## src/hdl/timer3_map.svh

```systemverilog
// register map, field positions and timing constants of the third timer
`ifndef TIMER3_MAP_SVH
`define TIMER3_MAP_SVH

// register byte addresses (word aligned)
`define T3_ADDR_CONTROL    8'h00
`define T3_ADDR_COUNT_LOW  8'h04
`define T3_ADDR_COUNT_HIGH 8'h08
`define T3_ADDR_CAP_LOW    8'h0c
`define T3_ADDR_CAP_HIGH   8'h10

// control register fields
`define T3_BIT_OVF    7
`define T3_BIT_EXF    6
`define T3_BIT_RCLK   5
`define T3_BIT_SERIAL_TX_CLOCK_SELECT   4
`define T3_BIT_EXEN   3
`define T3_BIT_RUN    2
`define T3_BIT_CNT    1
`define T3_BIT_CPRL   0

// reset values
`define T3_CONTROL_RESET 8'h00
`define T3_BYTE_RESET    8'h00

// tick divider: one count every twelve oscillator periods
`define T3_TICK_DIV      4'hc
`define T3_TICK_LAST     4'hb
`define T3_COUNT_MAX     16'hffff

`endif

```

## src/hdl/timer3_pkg.sv

```systemverilog
// types shared by the third timer
package timer3_pkg;
  typedef logic [7:0]  byte_t;
  typedef logic [15:0] count_t;
  typedef logic [31:0] word_t;
  typedef enum logic [1:0] {
    MODE_CAPTURE = 2'b01,
    MODE_RELOAD  = 2'b10
  } mode_t;
  typedef enum logic [1:0] {
    BUS_IDLE = 2'b01,
    BUS_DATA = 2'b10
  } bus_state_t;
endpackage

```

## src/hdl/third_timer_capture_reload.sv

```systemverilog
// third timer/counter with capture, auto-reload and baud clock modes
//------------------------------------------------------------
// Summary of operation
// 16-bit up-counter, timer or event counter
// select 0 counts osc/12, 1 counts falls
// either serial clock select enters baud mode
// capture bit chooses capture else auto-reload
// capture mode counts freely, overflow sets flag
// trigger fall captures count, sets external flag
// reload mode rollover sets flag, reloads count
// reload mode trigger fall forces reload, flag
// overflow flag software cleared, not in baud
// external flag sticky until software clears
// interrupt request when either flag set
// receive clock select routes overflow to receiver
// transmit clock select routes overflow to transmitter
// trigger ignored unless enabled and not baud
// run bit starts and stops, count held
// baud mode forces auto-reload on overflow
// pins sampled, fall is high then low
// control register resets to zero
//------------------------------------------------------------
//
// The register offsets and the AHB-Lite register port were decided locally.
`timescale 1ns/100ps
`default_nettype none
`include "timer3_map.svh"

module third_timer_capture_reload (
  // clock, reset, enable
  input  wire logic                 sys_clk_in,
  input  wire logic                 rst_n_in,
  input  wire logic                 clk_en_in,
  // ahb-lite slave
  input  wire logic                 hsel_in,
  input  wire logic [7:0]           haddr_in,
  input  wire logic [1:0]           htrans_in,
  input  wire logic                 hwrite_in,
  input  wire logic [2:0]           hsize_in,
  input  wire logic                 hready_in,
  input  wire timer3_pkg::word_t    hwdata_in,
  output logic      [31:0]          hrdata_out,
  output logic                      hreadyout_out,
  output logic                      hresp_out,
  // external pins
  input  wire logic                 count_pin_in,
  input  wire logic                 external_trigger_pin_in,
  // timer 1 overflow pulses and serial clocks
  input  wire logic                 timer1_overflow_in,
  output logic                      serial_rx_clock_out,
  output logic                      serial_tx_clock_out,
  // interrupt request to the interrupt controller
  output logic                      timer_irq_out
);
  import timer3_pkg::*;

  //------------------------------------------------------------
  // registers
  //------------------------------------------------------------
  byte_t      timer3_control_reg;
  count_t     count_reg;
  count_t     capture_reload_reg;
  logic [3:0] tick_div_reg;
  logic [1:0] count_sync_reg;
  logic [1:0] trig_sync_reg;
  logic       count_prev_reg;
  logic       trig_prev_reg;
  bus_state_t bus_state_reg;
  logic [7:0] addr_reg;
  logic       wr_reg;
  logic       ovf_pulse_reg;

  // control fields
  logic overflow_flag, external_trigger_flag;
  logic serial_rx_clock_select, serial_tx_clock_select;
  logic external_trigger_enable, run_control;
  logic counter_select, capture_reload_select;
  assign overflow_flag           = timer3_control_reg[`T3_BIT_OVF];
  assign external_trigger_flag   = timer3_control_reg[`T3_BIT_EXF];
  assign serial_rx_clock_select  = timer3_control_reg[`T3_BIT_RCLK];
  assign serial_tx_clock_select  = timer3_control_reg[`T3_BIT_SERIAL_TX_CLOCK_SELECT];
  assign external_trigger_enable = timer3_control_reg[`T3_BIT_EXEN];
  assign run_control             = timer3_control_reg[`T3_BIT_RUN];
  assign counter_select          = timer3_control_reg[`T3_BIT_CNT];
  assign capture_reload_select   = timer3_control_reg[`T3_BIT_CPRL];

  //------------------------------------------------------------
  // mode decode
  //------------------------------------------------------------
  logic  baud_mode;
  mode_t mode;
  assign baud_mode = serial_rx_clock_select | serial_tx_clock_select;
  // capture bit ignored while clocking the serial port
  assign mode = (capture_reload_select && !baud_mode) ? MODE_CAPTURE
                                                      : MODE_RELOAD;

  //------------------------------------------------------------
  // pin synchronisers and edge detection
  //------------------------------------------------------------
  // two flops per pin, then a third stage for edge compare
  always_ff @(posedge sys_clk_in or negedge rst_n_in) begin
    if (!rst_n_in) begin
      count_sync_reg <= 2'h3;
      trig_sync_reg  <= 2'h3;
      count_prev_reg <= 1'b1;
      trig_prev_reg  <= 1'b1;
    end else if (clk_en_in) begin
      count_sync_reg <= {count_sync_reg[0], count_pin_in};
      trig_sync_reg  <= {trig_sync_reg[0], external_trigger_pin_in};
      count_prev_reg <= count_sync_reg[1];
      trig_prev_reg  <= trig_sync_reg[1];
    end
  end

  logic count_fall, trig_fall;
  assign count_fall = count_prev_reg & ~count_sync_reg[1];
  assign trig_fall  = trig_prev_reg & ~trig_sync_reg[1];

  //------------------------------------------------------------
  // machine-rate tick divider
  //------------------------------------------------------------
  always_ff @(posedge sys_clk_in or negedge rst_n_in) begin
    if (!rst_n_in) begin
      tick_div_reg <= 4'h0;
    end else if (clk_en_in) begin
      if (tick_div_reg == `T3_TICK_LAST) begin
        tick_div_reg <= 4'h0;
      end else begin
        tick_div_reg <= tick_div_reg + 4'h1;
      end
    end
  end

  logic tick, inc, rollover, trig_event;
  // timer ticks at osc/12, counter on pin falls
  assign tick       = counter_select ? count_fall
                                     : (tick_div_reg == `T3_TICK_LAST);
  assign inc        = run_control & tick;
  assign rollover   = inc & (count_reg == `T3_COUNT_MAX);
  assign trig_event = external_trigger_enable & ~baud_mode & trig_fall;

  //------------------------------------------------------------
  // ahb-lite slave
  //------------------------------------------------------------
  logic bus_take, bus_wr;
  assign bus_take = hsel_in & hready_in & htrans_in[1];
  assign bus_wr   = (bus_state_reg == BUS_DATA) & wr_reg;

  // address phase capture
  always_ff @(posedge sys_clk_in or negedge rst_n_in) begin
    if (!rst_n_in) begin
      bus_state_reg <= BUS_IDLE;
      addr_reg      <= 8'h00;
      wr_reg        <= 1'b0;
    end else if (clk_en_in) begin
      bus_state_reg <= bus_take ? BUS_DATA : BUS_IDLE;
      if (bus_take) begin
        addr_reg <= haddr_in;
        wr_reg   <= hwrite_in;
      end
    end
  end

  assign hreadyout_out = 1'b1;  // zero wait states
  assign hresp_out     = 1'b0;  // always okay

  // read mux, registered at the address phase
  always_ff @(posedge sys_clk_in or negedge rst_n_in) begin
    if (!rst_n_in) begin
      hrdata_out <= 32'h0000_0000;
    end else if (clk_en_in && bus_take && !hwrite_in) begin
      case (haddr_in)
        `T3_ADDR_CONTROL:    hrdata_out <= {24'h00_0000, timer3_control_reg};
        `T3_ADDR_COUNT_LOW:  hrdata_out <= {24'h00_0000, count_reg[7:0]};
        `T3_ADDR_COUNT_HIGH: hrdata_out <= {24'h00_0000, count_reg[15:8]};
        `T3_ADDR_CAP_LOW:    hrdata_out <= {24'h00_0000, capture_reload_reg[7:0]};
        `T3_ADDR_CAP_HIGH:   hrdata_out <= {24'h00_0000, capture_reload_reg[15:8]};
        default:             hrdata_out <= 32'h0000_0000;
      endcase
    end
  end

  //------------------------------------------------------------
  // control register
  //------------------------------------------------------------
  logic ovf_set, exf_set;
  assign ovf_set = rollover & ~baud_mode;
  assign exf_set = trig_event;

  // flags: hardware set wins over a software clear
  always_ff @(posedge sys_clk_in or negedge rst_n_in) begin
    if (!rst_n_in) begin
      timer3_control_reg <= `T3_CONTROL_RESET;
    end else if (clk_en_in) begin
      if (bus_wr && addr_reg == `T3_ADDR_CONTROL) begin
        timer3_control_reg <= hwdata_in[7:0];
      end
      if (ovf_set) begin
        timer3_control_reg[`T3_BIT_OVF] <= 1'b1;
      end
      if (exf_set) begin
        timer3_control_reg[`T3_BIT_EXF] <= 1'b1;
      end
    end
  end

  //------------------------------------------------------------
  // counter and capture/reload pair
  //------------------------------------------------------------
  logic do_reload, do_capture;
  assign do_reload  = (mode == MODE_RELOAD) & (rollover | trig_event);
  assign do_capture = (mode == MODE_CAPTURE) & trig_event;

  // count; reload beats software write beats increment
  always_ff @(posedge sys_clk_in or negedge rst_n_in) begin
    if (!rst_n_in) begin
      count_reg <= {`T3_BYTE_RESET, `T3_BYTE_RESET};
    end else if (clk_en_in) begin
      if (do_reload) begin
        count_reg <= capture_reload_reg;
      end else if (bus_wr && addr_reg == `T3_ADDR_COUNT_LOW) begin
        count_reg[7:0] <= hwdata_in[7:0];
      end else if (bus_wr && addr_reg == `T3_ADDR_COUNT_HIGH) begin
        count_reg[15:8] <= hwdata_in[7:0];
      end else if (inc) begin
        count_reg <= count_reg + 16'h0001;
      end
    end
  end

  // capture wins over a software write in the same cycle
  always_ff @(posedge sys_clk_in or negedge rst_n_in) begin
    if (!rst_n_in) begin
      capture_reload_reg <= {`T3_BYTE_RESET, `T3_BYTE_RESET};
    end else if (clk_en_in) begin
      if (do_capture) begin
        capture_reload_reg <= count_reg;
      end else if (bus_wr && addr_reg == `T3_ADDR_CAP_LOW) begin
        capture_reload_reg[7:0] <= hwdata_in[7:0];
      end else if (bus_wr && addr_reg == `T3_ADDR_CAP_HIGH) begin
        capture_reload_reg[15:8] <= hwdata_in[7:0];
      end
    end
  end

  //------------------------------------------------------------
  // serial clocks and interrupt
  //------------------------------------------------------------
  always_ff @(posedge sys_clk_in or negedge rst_n_in) begin
    if (!rst_n_in) begin
      ovf_pulse_reg <= 1'b0;
    end else if (clk_en_in) begin
      ovf_pulse_reg <= rollover;
    end
  end

  assign serial_rx_clock_out = serial_rx_clock_select ? ovf_pulse_reg
                                                      : timer1_overflow_in;
  assign serial_tx_clock_out = serial_tx_clock_select ? ovf_pulse_reg
                                                      : timer1_overflow_in;
  assign timer_irq_out = overflow_flag | external_trigger_flag;
endmodule // third_timer_capture_reload

`default_nettype wire

```

## config.mk

```make
export PLATFORM = sky130hd
export DESIGN_NAME = third_timer_capture_reload
export DESIGN_NICKNAME = d
export VERILOG_FILES = /design/src/hdl/timer3_pkg.sv /design/src/hdl/third_timer_capture_reload.sv
export VERILOG_INCLUDE_DIRS = /design/src /design/src/hdl
export SDC_FILE = /design/constraint.sdc
export NUM_CORES = 1
export LEC_CHECK = 0
export ABC_AREA = 0
export BUFFER_PORTS_ARGS = -buffer_cell sky130_fd_sc_hd__buf_2
export CORE_MARGIN = 1
export CORE_UTILIZATION = 57
export CTS_CLUSTER_SIZE = 8
export DETAILED_ROUTE_END_ITERATION = 7
export PLACE_DENSITY = 0.83
export SYNTH_ARGS = -nofsm -noshare
export SYNTH_HDL_FRONTEND = slang
export SYNTH_SLANG_ARGS = --single-unit
```

## constraint.sdc

```tcl
create_clock -name sys_clk_in -period 5.85 [get_ports sys_clk_in]
set_clock_uncertainty 0.15 [all_clocks]
set_input_delay 1.17 -clock sys_clk_in [delete_from_list [all_inputs] [get_ports sys_clk_in]]
set_output_delay 1.17 -clock sys_clk_in [all_outputs]
set_load 0.01 [all_outputs]
```

* Word-level counts from Yosys, hierarchy flattened
Index checks and enable logic that the tools add are counted.
** Word-level totals
- Flip-flop bits (word level) :: 94
- Output and inout port bits :: 37
- Logic and storage cells :: 99
** Operators by class
- Add/subtract/negate cells :: 2
- Equality and inequality tests :: 16
- Muxes and demuxes :: 20
- Bitwise logic cells :: 18
- Reduce and logical (&&, ||, !) cells :: 26
** Operator list (number)
- 8-bit two-way mux :: 8
- 16-bit two-way mux :: 3
- 8-bit one-hot mux with 5 select lines :: 1
- 8-bit by 4-bit == test with 1-bit output, second input constant :: 4
- 16-bit by 1-bit adder with 16-bit output, second input constant :: 1
- 16-bit == test, second input constant :: 1
- 8-bit by 3-bit == test with 1-bit output, second input constant :: 2
- 8-bit by 5-bit == test with 1-bit output, second input constant :: 2
- 8-bit zero test :: 2
- 1-bit AND :: 12
- 2-bit AND reduction :: 5
- 3-bit AND reduction :: 3
- 1-bit logical AND :: 8
- 2-bit nonzero test :: 4
- 3-bit nonzero test :: 2
- 1-bit two-way mux :: 5
- 4-bit by 1-bit adder with 4-bit output, second input constant :: 1
- 2-bit == test, second input constant :: 2
- 4-bit == test, second input constant :: 1
- 2-bit two-way mux :: 2
- 4-bit two-way mux :: 1
- 2-bit inequality test, second input constant :: 2
- 3-bit inequality test, second input constant :: 1
- 1-bit NOT :: 3
- 3 further kinds :: 6

* Depth between registers and ports, before layout
Gate-level depths: netlist of the first run.
- Word-level depth :: 9
- Gate-level depth with buffers :: 9

* Worst setup path after synthesis of the first run
No wires, ideal clock.
- Kind :: input port to flip-flop
- From :: input port haddr_in[7]
- To :: register hrdata_out[6]
- Library setup time :: 0.064 ns
- Arrival time :: 2.798 ns
- Data required time :: 5.636 ns
- Setup slack :: 2.838 ns
- Stages on the path :: 7
- Path buffers :: 1
- Cell sequence :: or4_1 nor4b_1 and2_0 buf_2 a22oi_1 a21oi_1 a21o_1
** On the way
- Longest elaborated chain between the ends :: 2
- Elaborated cells between the ends (all ways) :: 6
- Classes of those cells :: eq/ne (4); mux (1); reduce/logical (1)
** RTL lines
- start, declared :: RTL line third_timer_capture_reload.sv:36 : input wire logic [7:0] haddr_in,
- 8-bit by 5-bit == test with 1-bit output, or another cell as far along :: RTL line third_timer_capture_reload.sv:172 : case (haddr_in)
- 8-bit one-hot mux with 5 select lines * :: RTL line third_timer_capture_reload.sv:172
- end signal, assigned :: RTL line third_timer_capture_reload.sv:173 : `T3_ADDR_CONTROL: hrdata_out <= {24'h00_0000, timer3_control_reg};
- end signal, assigned :: RTL line third_timer_capture_reload.sv:174 : `T3_ADDR_COUNT_LOW: hrdata_out <= {24'h00_0000, count_reg[7:0]};
- end signal, assigned :: RTL line third_timer_capture_reload.sv:175 : `T3_ADDR_COUNT_HIGH: hrdata_out <= {24'h00_0000, count_reg[15:8]};
- end, declared :: RTL line third_timer_capture_reload.sv:42 : output logic [31:0] hrdata_out,
Mark *: on every way between the ends. The rest lies on a longest branch, timed or not.
A chain may end at the register's enable or synchronous reset.

* Worst setup path in the final report of the first run
- From :: input port clk_en_in
- To :: register hrdata_out[5]
** On the way
- Longest elaborated chain between the ends :: 2
** RTL lines
- start, declared :: RTL line third_timer_capture_reload.sv:33 : input wire logic clk_en_in,
- 1-bit logical AND (2 in a row) :: RTL line third_timer_capture_reload.sv:171 : end else if (clk_en_in && bus_take && !hwrite_in) begin
Every way passes these cells.

==> qor.yml, run 1 <==
setup_path:
  critPathLaunchType: "primary input"
  cp_data_required_time_ns: 5.99
  arrival_ns: 3.71
  worstPathMaxFanout: 31
  end_kind: "flop"
  ff2ff_path_depth: 6
  crit_type: "primary input to flop"
floorplan:
  ios: 91
  fp.dieW_um: 86.9
  core_area_mm2: 0.00687
  start_util_pct: 59.8
  dieArea_mm2: 0.00755
  rows: 30
  dieHeight_um: 86.9
timing:
  slew-limit-headroom_pct: 15.0
  setup_tns_ns: 0
  period_minus_slack_ns: 3.56
  max_clock_freq_mhz: 281
  slew_viol_final: 0
  rsz0062_at_grt: "false"
  setup_viol: 0
  hold_violations: 0
  tightest_slew_ns: 1.28
  fin_crit_sh_pct: 60.9
synth:
  synth_edf_count: 0
  synth_top_area_share_pct: 38.4
  ys_top_cells_by_area: "dfrtp_1 (38%), mux2_2 (6.6%), buf_4 (4.8%)"
  synth_top_family_by_area: "compound AO/OA/AOI/OAI gates"
  synth_xor_xnor_area_share_pct: 2.99
  synth-simple-area-share_pct: 15.1
  yosysTopAreaCell: "dfrtp_1"
  synth_seq_cells: 70
  syn-mean-instance-area_um2: 9.64
  async_flop_share_pct: 100
  ys_warn_count: 0
  synth.distinct_cells: 59
  ys_top_cells_by_count: "dfrtp_1 (63), nand2_1 (36), a21oi_1 (28), nor2_1 (27)"
  synth_ff_type: "dfrtp_1"
  synth-compound-area-share_pct: 17.8
  synth_cells: 426
  yosysMostFrequentCell: "dfrtp_1"
  yosysSeqAreaShare_pct: 42.9
  synthMuxAreaShare_pct: 11.0
  syn-cell-area_mm2: 0.00411
  synth_fa_ha_area_share_pct: 0.609
global_route:
  gr-total-overflow: 0
  grt_pass1_vias: 3193
  met1_usage_pct: 37.6
  top_usage_layer: "met2"
  antenna_found_initial: 0
  grt_use_met2_pct: 45.5
  grt_pass1_wl_mm: 16.2
  grt_max_degree: 71
  grt_usage_pct: 28.7
  met3_usage_pct: 7.87
pwr:
  power.density_mw_per_mm2: 271
  vdd_drop_max_uv: 154
  power_leakage_nw: 2.16
place:
  globalplace.congestion: 0.962
  port_buffers: 36
  post-dp-hpwl_mm: 7.07
route:
  avgRoutedWirePerCell_um: 18.6
  drcViolationCount: 0
  first_pass_iters: 8
  via_per_inst: 6.05
  drtAntennaViolNets: 0
  vias: 3340
  postRouteWirelength_mm: 10.2
  drt_iter0_drc: 414
layout:
  drive_gt1_share_pct: 20.8
  diodes: 0
  area_delta_synth_final_pct: 9.20
  fin_nets: 507
  utilization_pct: 65.3
clock_network:
  numClockSinks: 70
  cts_tree: "done"
  h-tree-depth: 3
  cts-root-buf: "clkbuf_8"
  ctsResizeCount: 0
  clockBufferDepth: 2
  clk_pin_slew_ns: 0.08
  post_cts_buffers: 0
  ctsHoldBuffers: 0
  cts_made_buffers: 9
  clock_latency_ns: 0.35
min_path:
  hold_path_depth: 1
  hold_class: "flop to flop"
outcome:
  status: "completed"
job:
  maxCapViolCount: 0
==> cell families (layout without fill, tap and decap cells) <==
| kind of cell | count (synthesis) | after routing |
|---|---|---|
| AND/OR/NAND/NOR | 115 | 115 |
| multiplexers | 42 | 42 |
| adder cells (fa/ha/maj) | 2 | 2 |
| AO/OA/AOI/OAI | 108 | 108 |
| other | 2 | 26 |
| buffers and inverters | 73 | 79 |
| flip-flops | 70 | 70 |
| XOR/XNOR | 14 | 14 |
==> stage by stage <==
stage | instance area, um^2 | power (mW) | cells | hold WS, ns | setup slack, ns
after floorplan | 4200 | 0.662 | 450 | 0.314 | 2.84
after global placement | 4220 | 0.687 | 536 | 0.304 | 2.00
after detailed placement | 4220 | 0.698 | 536 | 0.310 | 1.95
after CTS | 4490 | 1.22 | 552 | 0.328 | 2.29
after global routing | 4490 | 1.26 | 552 | 0.345 | 2.04
final | 4490 | 1.22 | 552 | 0.323 | 2.29
==> where the power goes <==
group | leakage [nW] | total (mW) | internal (mW) | switching [mW]
Combinational | 1.18 | 0.123 | 0.0575 | 0.0656
Sequential | 0.849 | 0.567 | 0.528 | 0.0386
Clock | 0.132 | 0.526 | 0.337 | 0.189
Total | 2.16 | 1.22 | 0.923 | 0.293
==> cell usage in the layout (no fill, tap or decap), drive strengths merged, types with 2 or more instances in the layout <==
master   count
a21o         8
a21oi       28
a221oi       3
a222oi      14
a22o         4
a22oi        6
a2bb2oi      4
and2         2
and3         7
buf         38
bufinv       4
clkbuf      10
conb        26
dfrtp       63
dfstp        7
ha           2
inv         25
mux2        24
mux2i       18
nand2       36
nand3       11
nand3b       3
nand4        5
nor2        28
nor3         4
nor4         5
nor4b        2
o2111ai      3
o211ai       3
o21a         4
o21ai       27
or2          2
xnor2       13
==> final timing paths <==
kind,start,end,slack [ns]
min in group asynchronous,rst_n_in,hrdata_out[0],0.85
worst max-delay path,clk_en_in,hrdata_out[5],2.29
worst max register to register,timer3_control_reg[5],capture_reload_reg[10],2.36
max in group asynchronous,rst_n_in,count_reg[11],4.08
worst min register to register,hrdata_out[6],hrdata_out[6],0.32
worst min-delay path,hrdata_out[6],hrdata_out[6],0.32
==> worst max-delay path: stages <==
cell	delay, ns
buf_2	0.47
nand4_1	0.57
or2_2	0.57
nand3b_1	0.41
a21oi_1	0.38
a21o_1	0.13
==> cell type report <==
type	instances	area (um^2)
clock buffers	10	138
fillers	583	2380
multi-input cells	307	2050
well taps	96	120
repair buffers	38	195
clock inverters	6	133
flip-flops and latches	70	1760
inverters	25	93.8
==> metal layers <==
metal | part of all wire [%] | vias to the layer above
met1 | 41 | 1547
li1 | - | 1540
met2 | 45 | 215
met3 | 10 | 38
met4 | 3.1 | 0
met5 | 0 | -
Power figures use the tool's default switching activity.
==> run 2, diff against run 1 <==
- ABC_AREA: 0 -> 1
- CORE_UTILIZATION: 57 -> 55
- PLACE_DENSITY: 0.83 -> 0.8
- clock period: 5.85 -> 3.49 ns (I/O delays scaled with it)
==> run 2 against run 1 <==
Clock power grew 33%. Critical path type is now flop to flop. Worst hold slack lost 0.20 ns. Design area up 6.1%. Register-to-register slack got worse by 1.7 ns. Area after synthesis grew 6.8%. Combinational power rose by 73%. Sequential share of layout area is 2.2 points lower. Count of clock-buffer cells in the layout did not move. Core utilization decreased by 3.7 points.
==> qor.yml, run 2 <==
outcome:
  status: "completed"
setup_path:
  path_common_cell: "nand2_2"
  cpPeakStageDelay_ns: 0.47
  cp_data_required_time_ns: 3.64
  arrival_ns: 3.01
  crit_type: "flop to flop"
  critPathLaunchType: "flop"
  cp_cell_sequence: "ha_1 -> nand2_2 -> nor2_4 -> nand2_2 -> nor2_1 -> nand2_1 -> nand2_2 -> nand2_2 -> nand2_1 -> nand2_2 -> inv_2 -> nand2_1 -> nand2_1"
  end_kind: "flop"
  worstPathMaxFanout: 21
  cp_slowest_cell: "dfrtp_1"
route:
  postRouteWirelength_mm: 12.2
  via_per_inst: 5.51
  vias: 4264
  drtAntennaViolNets: 0
  first_pass_iters: 6
  avgRoutedWirePerCell_um: 15.8
  drcViolationCount: 0
  drt_iter0_drc: 416
clock_network:
  clk_pin_slew_ns: 0.08
  cts_made_buffers: 9
  ctsHoldBuffers: 0
  post_cts_buffers: 0
  numClockSinks: 70
  cts-root-buf: "clkbuf_8"
  h-tree-depth: 3
  cts_tree: "done"
  clockBufferDepth: 2
  clock_latency_ns: 0.36
  ctsResizeCount: 0
floorplan:
  core_area_mm2: 0.00773
  start_util_pct: 56.8
  ios: 91
  dieHeight_um: 91.3
  rows: 32
  fp.dieW_um: 91.3
  dieArea_mm2: 0.00833
pwr:
  combPwrFrac_pct: 11.6
  power_leakage_nw: 2.42
  vdd_drop_max_uv: 219
  switchingPower_uw: 540
  p_seq_share_pct: 50.2
  power.density_mw_per_mm2: 386
  p_int_mw: 1.30
  clkPwrFrac_pct: 38.2
  p_sw_share_pct: 29.4
layout:
  drive_gt1_share_pct: 13.4
  layout_commonest_cell: "nand2_1"
  fillCellCount: 693
  fin_nets: 723
  area_delta_synth_final_pct: 8.47
  diodes: 0
  mostFrequentLayoutCells: "nand2_1 (228), dfrtp_1 (63), inv_1 (59), o21ai_0 (54), nand3_1 (51)"
synth:
  syn-mean-instance-area_um2: 6.95
  yosysTopAreaCell: "dfrtp_1"
  synth_ff_type: "dfrtp_1"
  synth_seq_cells: 70
  yosysMostFrequentCell: "nand2_1"
  synth_top_area_share_pct: 35.9
  ys_top_cells_by_area: "dfrtp_1 (36%), nand2_1 (20%), o21ai_0 (6.2%)"
  yosysSeqAreaShare_pct: 40.1
  async_flop_share_pct: 100
  ys_warn_count: 0
  synth.distinct_cells: 37
  synth_edf_count: 0
  syn-cell-area_mm2: 0.00439
  ys_top_cells_by_count: "nand2_1 (228), dfrtp_1 (63), inv_1 (59), o21ai_0 (54), nand3_1 (51)"
  synth_cells: 631
job:
  maxCapViolCount: 0
place:
  globalplace.congestion: 0.960
  post-dp-hpwl_mm: 9.00
  port_buffers: 36
  dpl_worst_slack_ns: 0.745
timing:
  fin_crit_sh_pct: 82.0
  slew-limit-headroom_pct: 44.1
  setup_slack_ns: 0.627
  max_clock_freq_mhz: 349
  period_minus_slack_ns: 2.86
  setup_tns_ns: 0
  setup_viol: 0
  tightest_slew_ns: 0.832
  hold_violations: 0
  slew_viol_final: 0
  rsz0062_at_grt: "false"
global_route:
  grt_pass1_vias: 3924
  gr-total-overflow: 0
  grt_pass1_wl_mm: 19.8
  grt_max_degree: 32
  antenna_found_initial: 0
  grt_usage_pct: 31.1
min_path:
  hold_class: "primary input to asynchronous set/reset pin"
## run 2: routing by layer
layer / up-vias / global-route usage (%) / share of wire [%]
li1: 2035 / - / -
met3: 36 / 5.36 / 8.1
met2: 219 / 48.4 / 45
met5: - / 0 / 0
met4: 0 / 12.0 / 3.1
met1: 1974 / 43.5 / 44
## run 2: power groups by stage
stage | Sequential (mW) | Clock [mW] | Combinational (mW)
6_report | 0.921 | 0.702 | 0.213
5_1_grt | 0.929 | 0.736 | 0.244
4_1_cts | 0.920 | 0.703 | 0.213
3_5_place_dp | 0.935 | 0 | 0.212
3_3_place_gp | 0.931 | 0 | 0.202
2_1_floorplan | 0.924 | 0 | 0.163
## run 2: final cells by class
cell class | count | area (um^2) | share of cell area (%)
flip-flops and latches | 70 | 1760 | 37.0
repair buffers | 40 | 210 | 4.42
clock inverters | 6 | 70.1 | 1.47
clock buffers | 10 | 138 | 2.89
multi-input cells | 483 | 2210 | 46.6
well taps | 102 | 128 | 2.68
inverters | 63 | 236 | 4.97
## run 2: worst max-delay path: cells and delay by family, from the launching register on
kind / cells / cell delay [ns]
flops: 1 / 0.47
buf+inv: 1 / 0.20
fa+ha+maj: 1 / 0.27
simple gates: 11 / 1.69
## run 2: worst paths after layout
| kind | from | endpoint | slack (ns) | cells after the start |
|---|---|---|---|---|
| max | count_reg[0] | count_reg[15] | 0.63 | 13 |
| min | rst_n_in | addr_reg[1] | 0.12 | 1 |
| max reg2reg | count_reg[0] | count_reg[15] | 0.63 | 13 |
| min reg2reg | count_sync_reg[0] | count_sync_reg[0] | 0.32 | 2 |
| max in group asynchronous | rst_n_in | trig_sync_reg[1] | 2.29 | 2 |
| min in group sys_clk_in | count_sync_reg[0] | count_sync_reg[0] | 0.32 | 2 |
## run 2: cells by family after synthesis
family	Yosys count	synth area share (%)
AND/OR/NAND/NOR	361	35.3
buffers and inverters	102	11.4
AO/OA/AOI/OAI	88	11.2
flip-flops	70	40.1
XOR/XNOR	6	1.20
adder cells (fa/ha/maj)	2	0.571
other	2	0.171
## run 2: per-stage QoR
stage	area [um^2]	total power, mW	cells	util (%)	hold WS, ns
6_report	4760	1.84	774	61.6	0.118
5_1_grt	4760	1.91	774	61.6	0.140
4_1_cts	4760	1.84	774	61.6	0.131
3_5_place_dp	4550	1.15	758	58.9	0.310
3_3_place_gp	4550	1.13	758	58.9	0.302
2_1_floorplan	4480	1.09	655	-	0.252
==> run 3, diff against run 2 <==
- ABC_AREA: 1 -> 0
- PLACE_DENSITY: 0.8 -> 0.81
- clock period: 3.49 -> 2.69 ns (I/O delays scaled with it)
==> run 3 against run 2 <==
The flow now finishes with violations (design-rule violations). Global-route usage down 3.1 points. Total power up 33%. Cell count down 26%. Highest routed layer unchanged.
==> qor.yml, run 3 (synthesis gave the netlist of run 1 again) <==
clock_network:
  ctsResizeCount: 0
  h-tree-depth: 3
  clk_pin_slew_ns: 0.07
  ctsHoldBuffers: 0
  clock_latency_ns: 0.35
  cts_made_buffers: 9
  post_cts_buffers: 0
  cts_tree: "done"
  cts-root-buf: "clkbuf_8"
  clockBufferDepth: 2
  numClockSinks: 70
setup_path:
  worstPathMaxFanout: 8
  regToRegStartpoint: "tick_div_reg[0]"
  cp_cell_sequence: "ha_1 -> nand4bb_1 -> a21boi_2 -> nand4_1 -> a21oi_1 -> buf_4 -> o21ai_1 -> buf_4 -> a222oi_1"
  cp_slowest_cell: "dfrtp_1"
  arrival_ns: 2.55
  cpPeakStageDelay_ns: 0.40
  end_kind: "flop"
  crit_type: "flop to flop"
  critPathLaunchType: "flop"
  cp_data_required_time_ns: 2.77
  timing.rr.end: "count_reg[8]"
  r2r_slack_ns: 0.23
  ff2ff_path_depth: 9
  path_common_cell: "buf_4"
timing:
  period_minus_slack_ns: 2.46
  tightest_slew_ns: 0.532
  rsz0062_at_grt: "false"
  setup_tns_ns: 0
  slew_viol_final: 0
  hold_violations: 0
  setup_viol: 0
  max_clock_freq_mhz: 406
  fin_crit_sh_pct: 91.6
  setup_slack_ns: 0.225
  slew-limit-headroom_pct: 64.5
route:
  avgRoutedWirePerCell_um: 18.0
  via_per_inst: 6.05
  drcViolationCount: 2
  postRouteWirelength_mm: 10.3
  first_pass_iters: 7
  drtAntennaViolNets: 0
  drt_iter0_drc: 377
  vias: 3472
floorplan:
  dieArea_mm2: 0.00782
  core_area_mm2: 0.00725
  dieHeight_um: 88.4
  ios: 91
  rows: 31
  fp.dieW_um: 88.4
  start_util_pct: 56.6
layout:
  mostFrequentLayoutCells: "dfrtp_1 (63), nand2_1 (36), buf_2 (36), a21oi_1 (28), nor2_1 (27)"
  design_area_mm2: 0.00459
  diodes: 0
  fin_nets: 526
  layout_commonest_cell: "dfrtp_1"
  utilization_pct: 63.3
  area_delta_synth_final_pct: 11.8
  drive_gt1_share_pct: 23.8
pwr:
  combPwrFrac_pct: 11.1
  p_sw_share_pct: 25.5
  clkPwrFrac_pct: 38.5
  vdd_drop_max_uv: 215
  switchingPower_uw: 624
  power_leakage_nw: 2.23
  p_int_mw: 1.82
  power.density_mw_per_mm2: 533
  p_seq_share_pct: 50.4
place:
  dpl_worst_slack_ns: -0.0514
  post-dp-hpwl_mm: 6.97
  port_buffers: 36
  globalplace.congestion: 0.965
  place_area_mm2: 0.00437
global_route:
  top_usage_layer: "met2"
  met1_usage_pct: 38.1
  antenna_found_initial: 0
  grt_pass1_wl_mm: 16.1
  gr-total-overflow: 0
  grt_usage_pct: 28.0
  grt_use_met2_pct: 43.5
  met3_usage_pct: 5.22
  grt_max_degree: 71
  grt_pass1_vias: 3212
outcome:
  status: "finished with violations"
  violations: "design-rule violations"
min_path:
  hold_class: "primary input to asynchronous set/reset pin"
job:
  maxCapViolCount: 0
-- run 3: worst max-delay path: cells and delay by family, from the launching register on --
kind	cells	cell delay, ns
AND/OR/NAND/NOR	2	0.37
buffers and inverters	2	0.36
flip-flops	1	0.40
adder cells (fa/ha/maj)	1	0.24
AO/OA/AOI/OAI	4	0.82
-- run 3: how the worst max path moves through the flow --
stage                          from             to  slack, ns
finish              tick_div_reg[0]   count_reg[8]       0.23
global route        tick_div_reg[0]  count_reg[11]       0.02
CTS                 tick_div_reg[0]   count_reg[9]       0.16
detailed placement      haddr_in[7]  hrdata_out[5]      -0.05
global placement        haddr_in[7]  hrdata_out[2]      -0.03
floorplan               haddr_in[7]  hrdata_out[6]       0.31
-- run 3: routing by layer --
| metal | part of all wire [%] | up-vias | routed length, um |
|---|---|---|---|
| met1 | 42 | 1678 | 4340 |
| met5 | 0 | - | 0 |
| met3 | 8.0 | 26 | 820 |
| met2 | 47 | 184 | 4850 |
| li1 | - | 1584 | - |
| met4 | 2.9 | 0 | 297 |
-- run 3: stage by stage --
| step | total power, mW | instances | hold slack (ns) |
|---|---|---|---|
| after global routing | 2.57 | 574 | 0.0805 |
| final | 2.45 | 574 | 0.0477 |
| after detailed placement | 1.52 | 558 | 0.312 |
| after global placement | 1.50 | 558 | 0.304 |
| after floorplan | 1.44 | 450 | 0.0924 |
| after CTS | 2.46 | 574 | 0.0656 |
-- run 3: power by group through the flow --
stage | logic, mW | registers [mW] | clock network, mW
finish | 0.272 | 1.23 | 0.943
global route | 0.307 | 1.25 | 1.01
CTS | 0.273 | 1.23 | 0.953
detailed placement | 0.271 | 1.25 | 0
global placement | 0.259 | 1.24 | 0
floorplan | 0.213 | 1.23 | 0
-- run 3: final cells by class --
| type | count | area, um^2 |
|---|---|---|
| Clock buffer | 12 | 145 |
| Tap cell | 99 | 124 |
| Inverter | 25 | 93.8 |
| Clock inverter | 4 | 70.1 |
| Multi-Input combinational cell | 307 | 2050 |
| Timing Repair Buffer | 57 | 350 |
| Fill cell | 590 | 2660 |
| Sequential cell | 70 | 1760 |
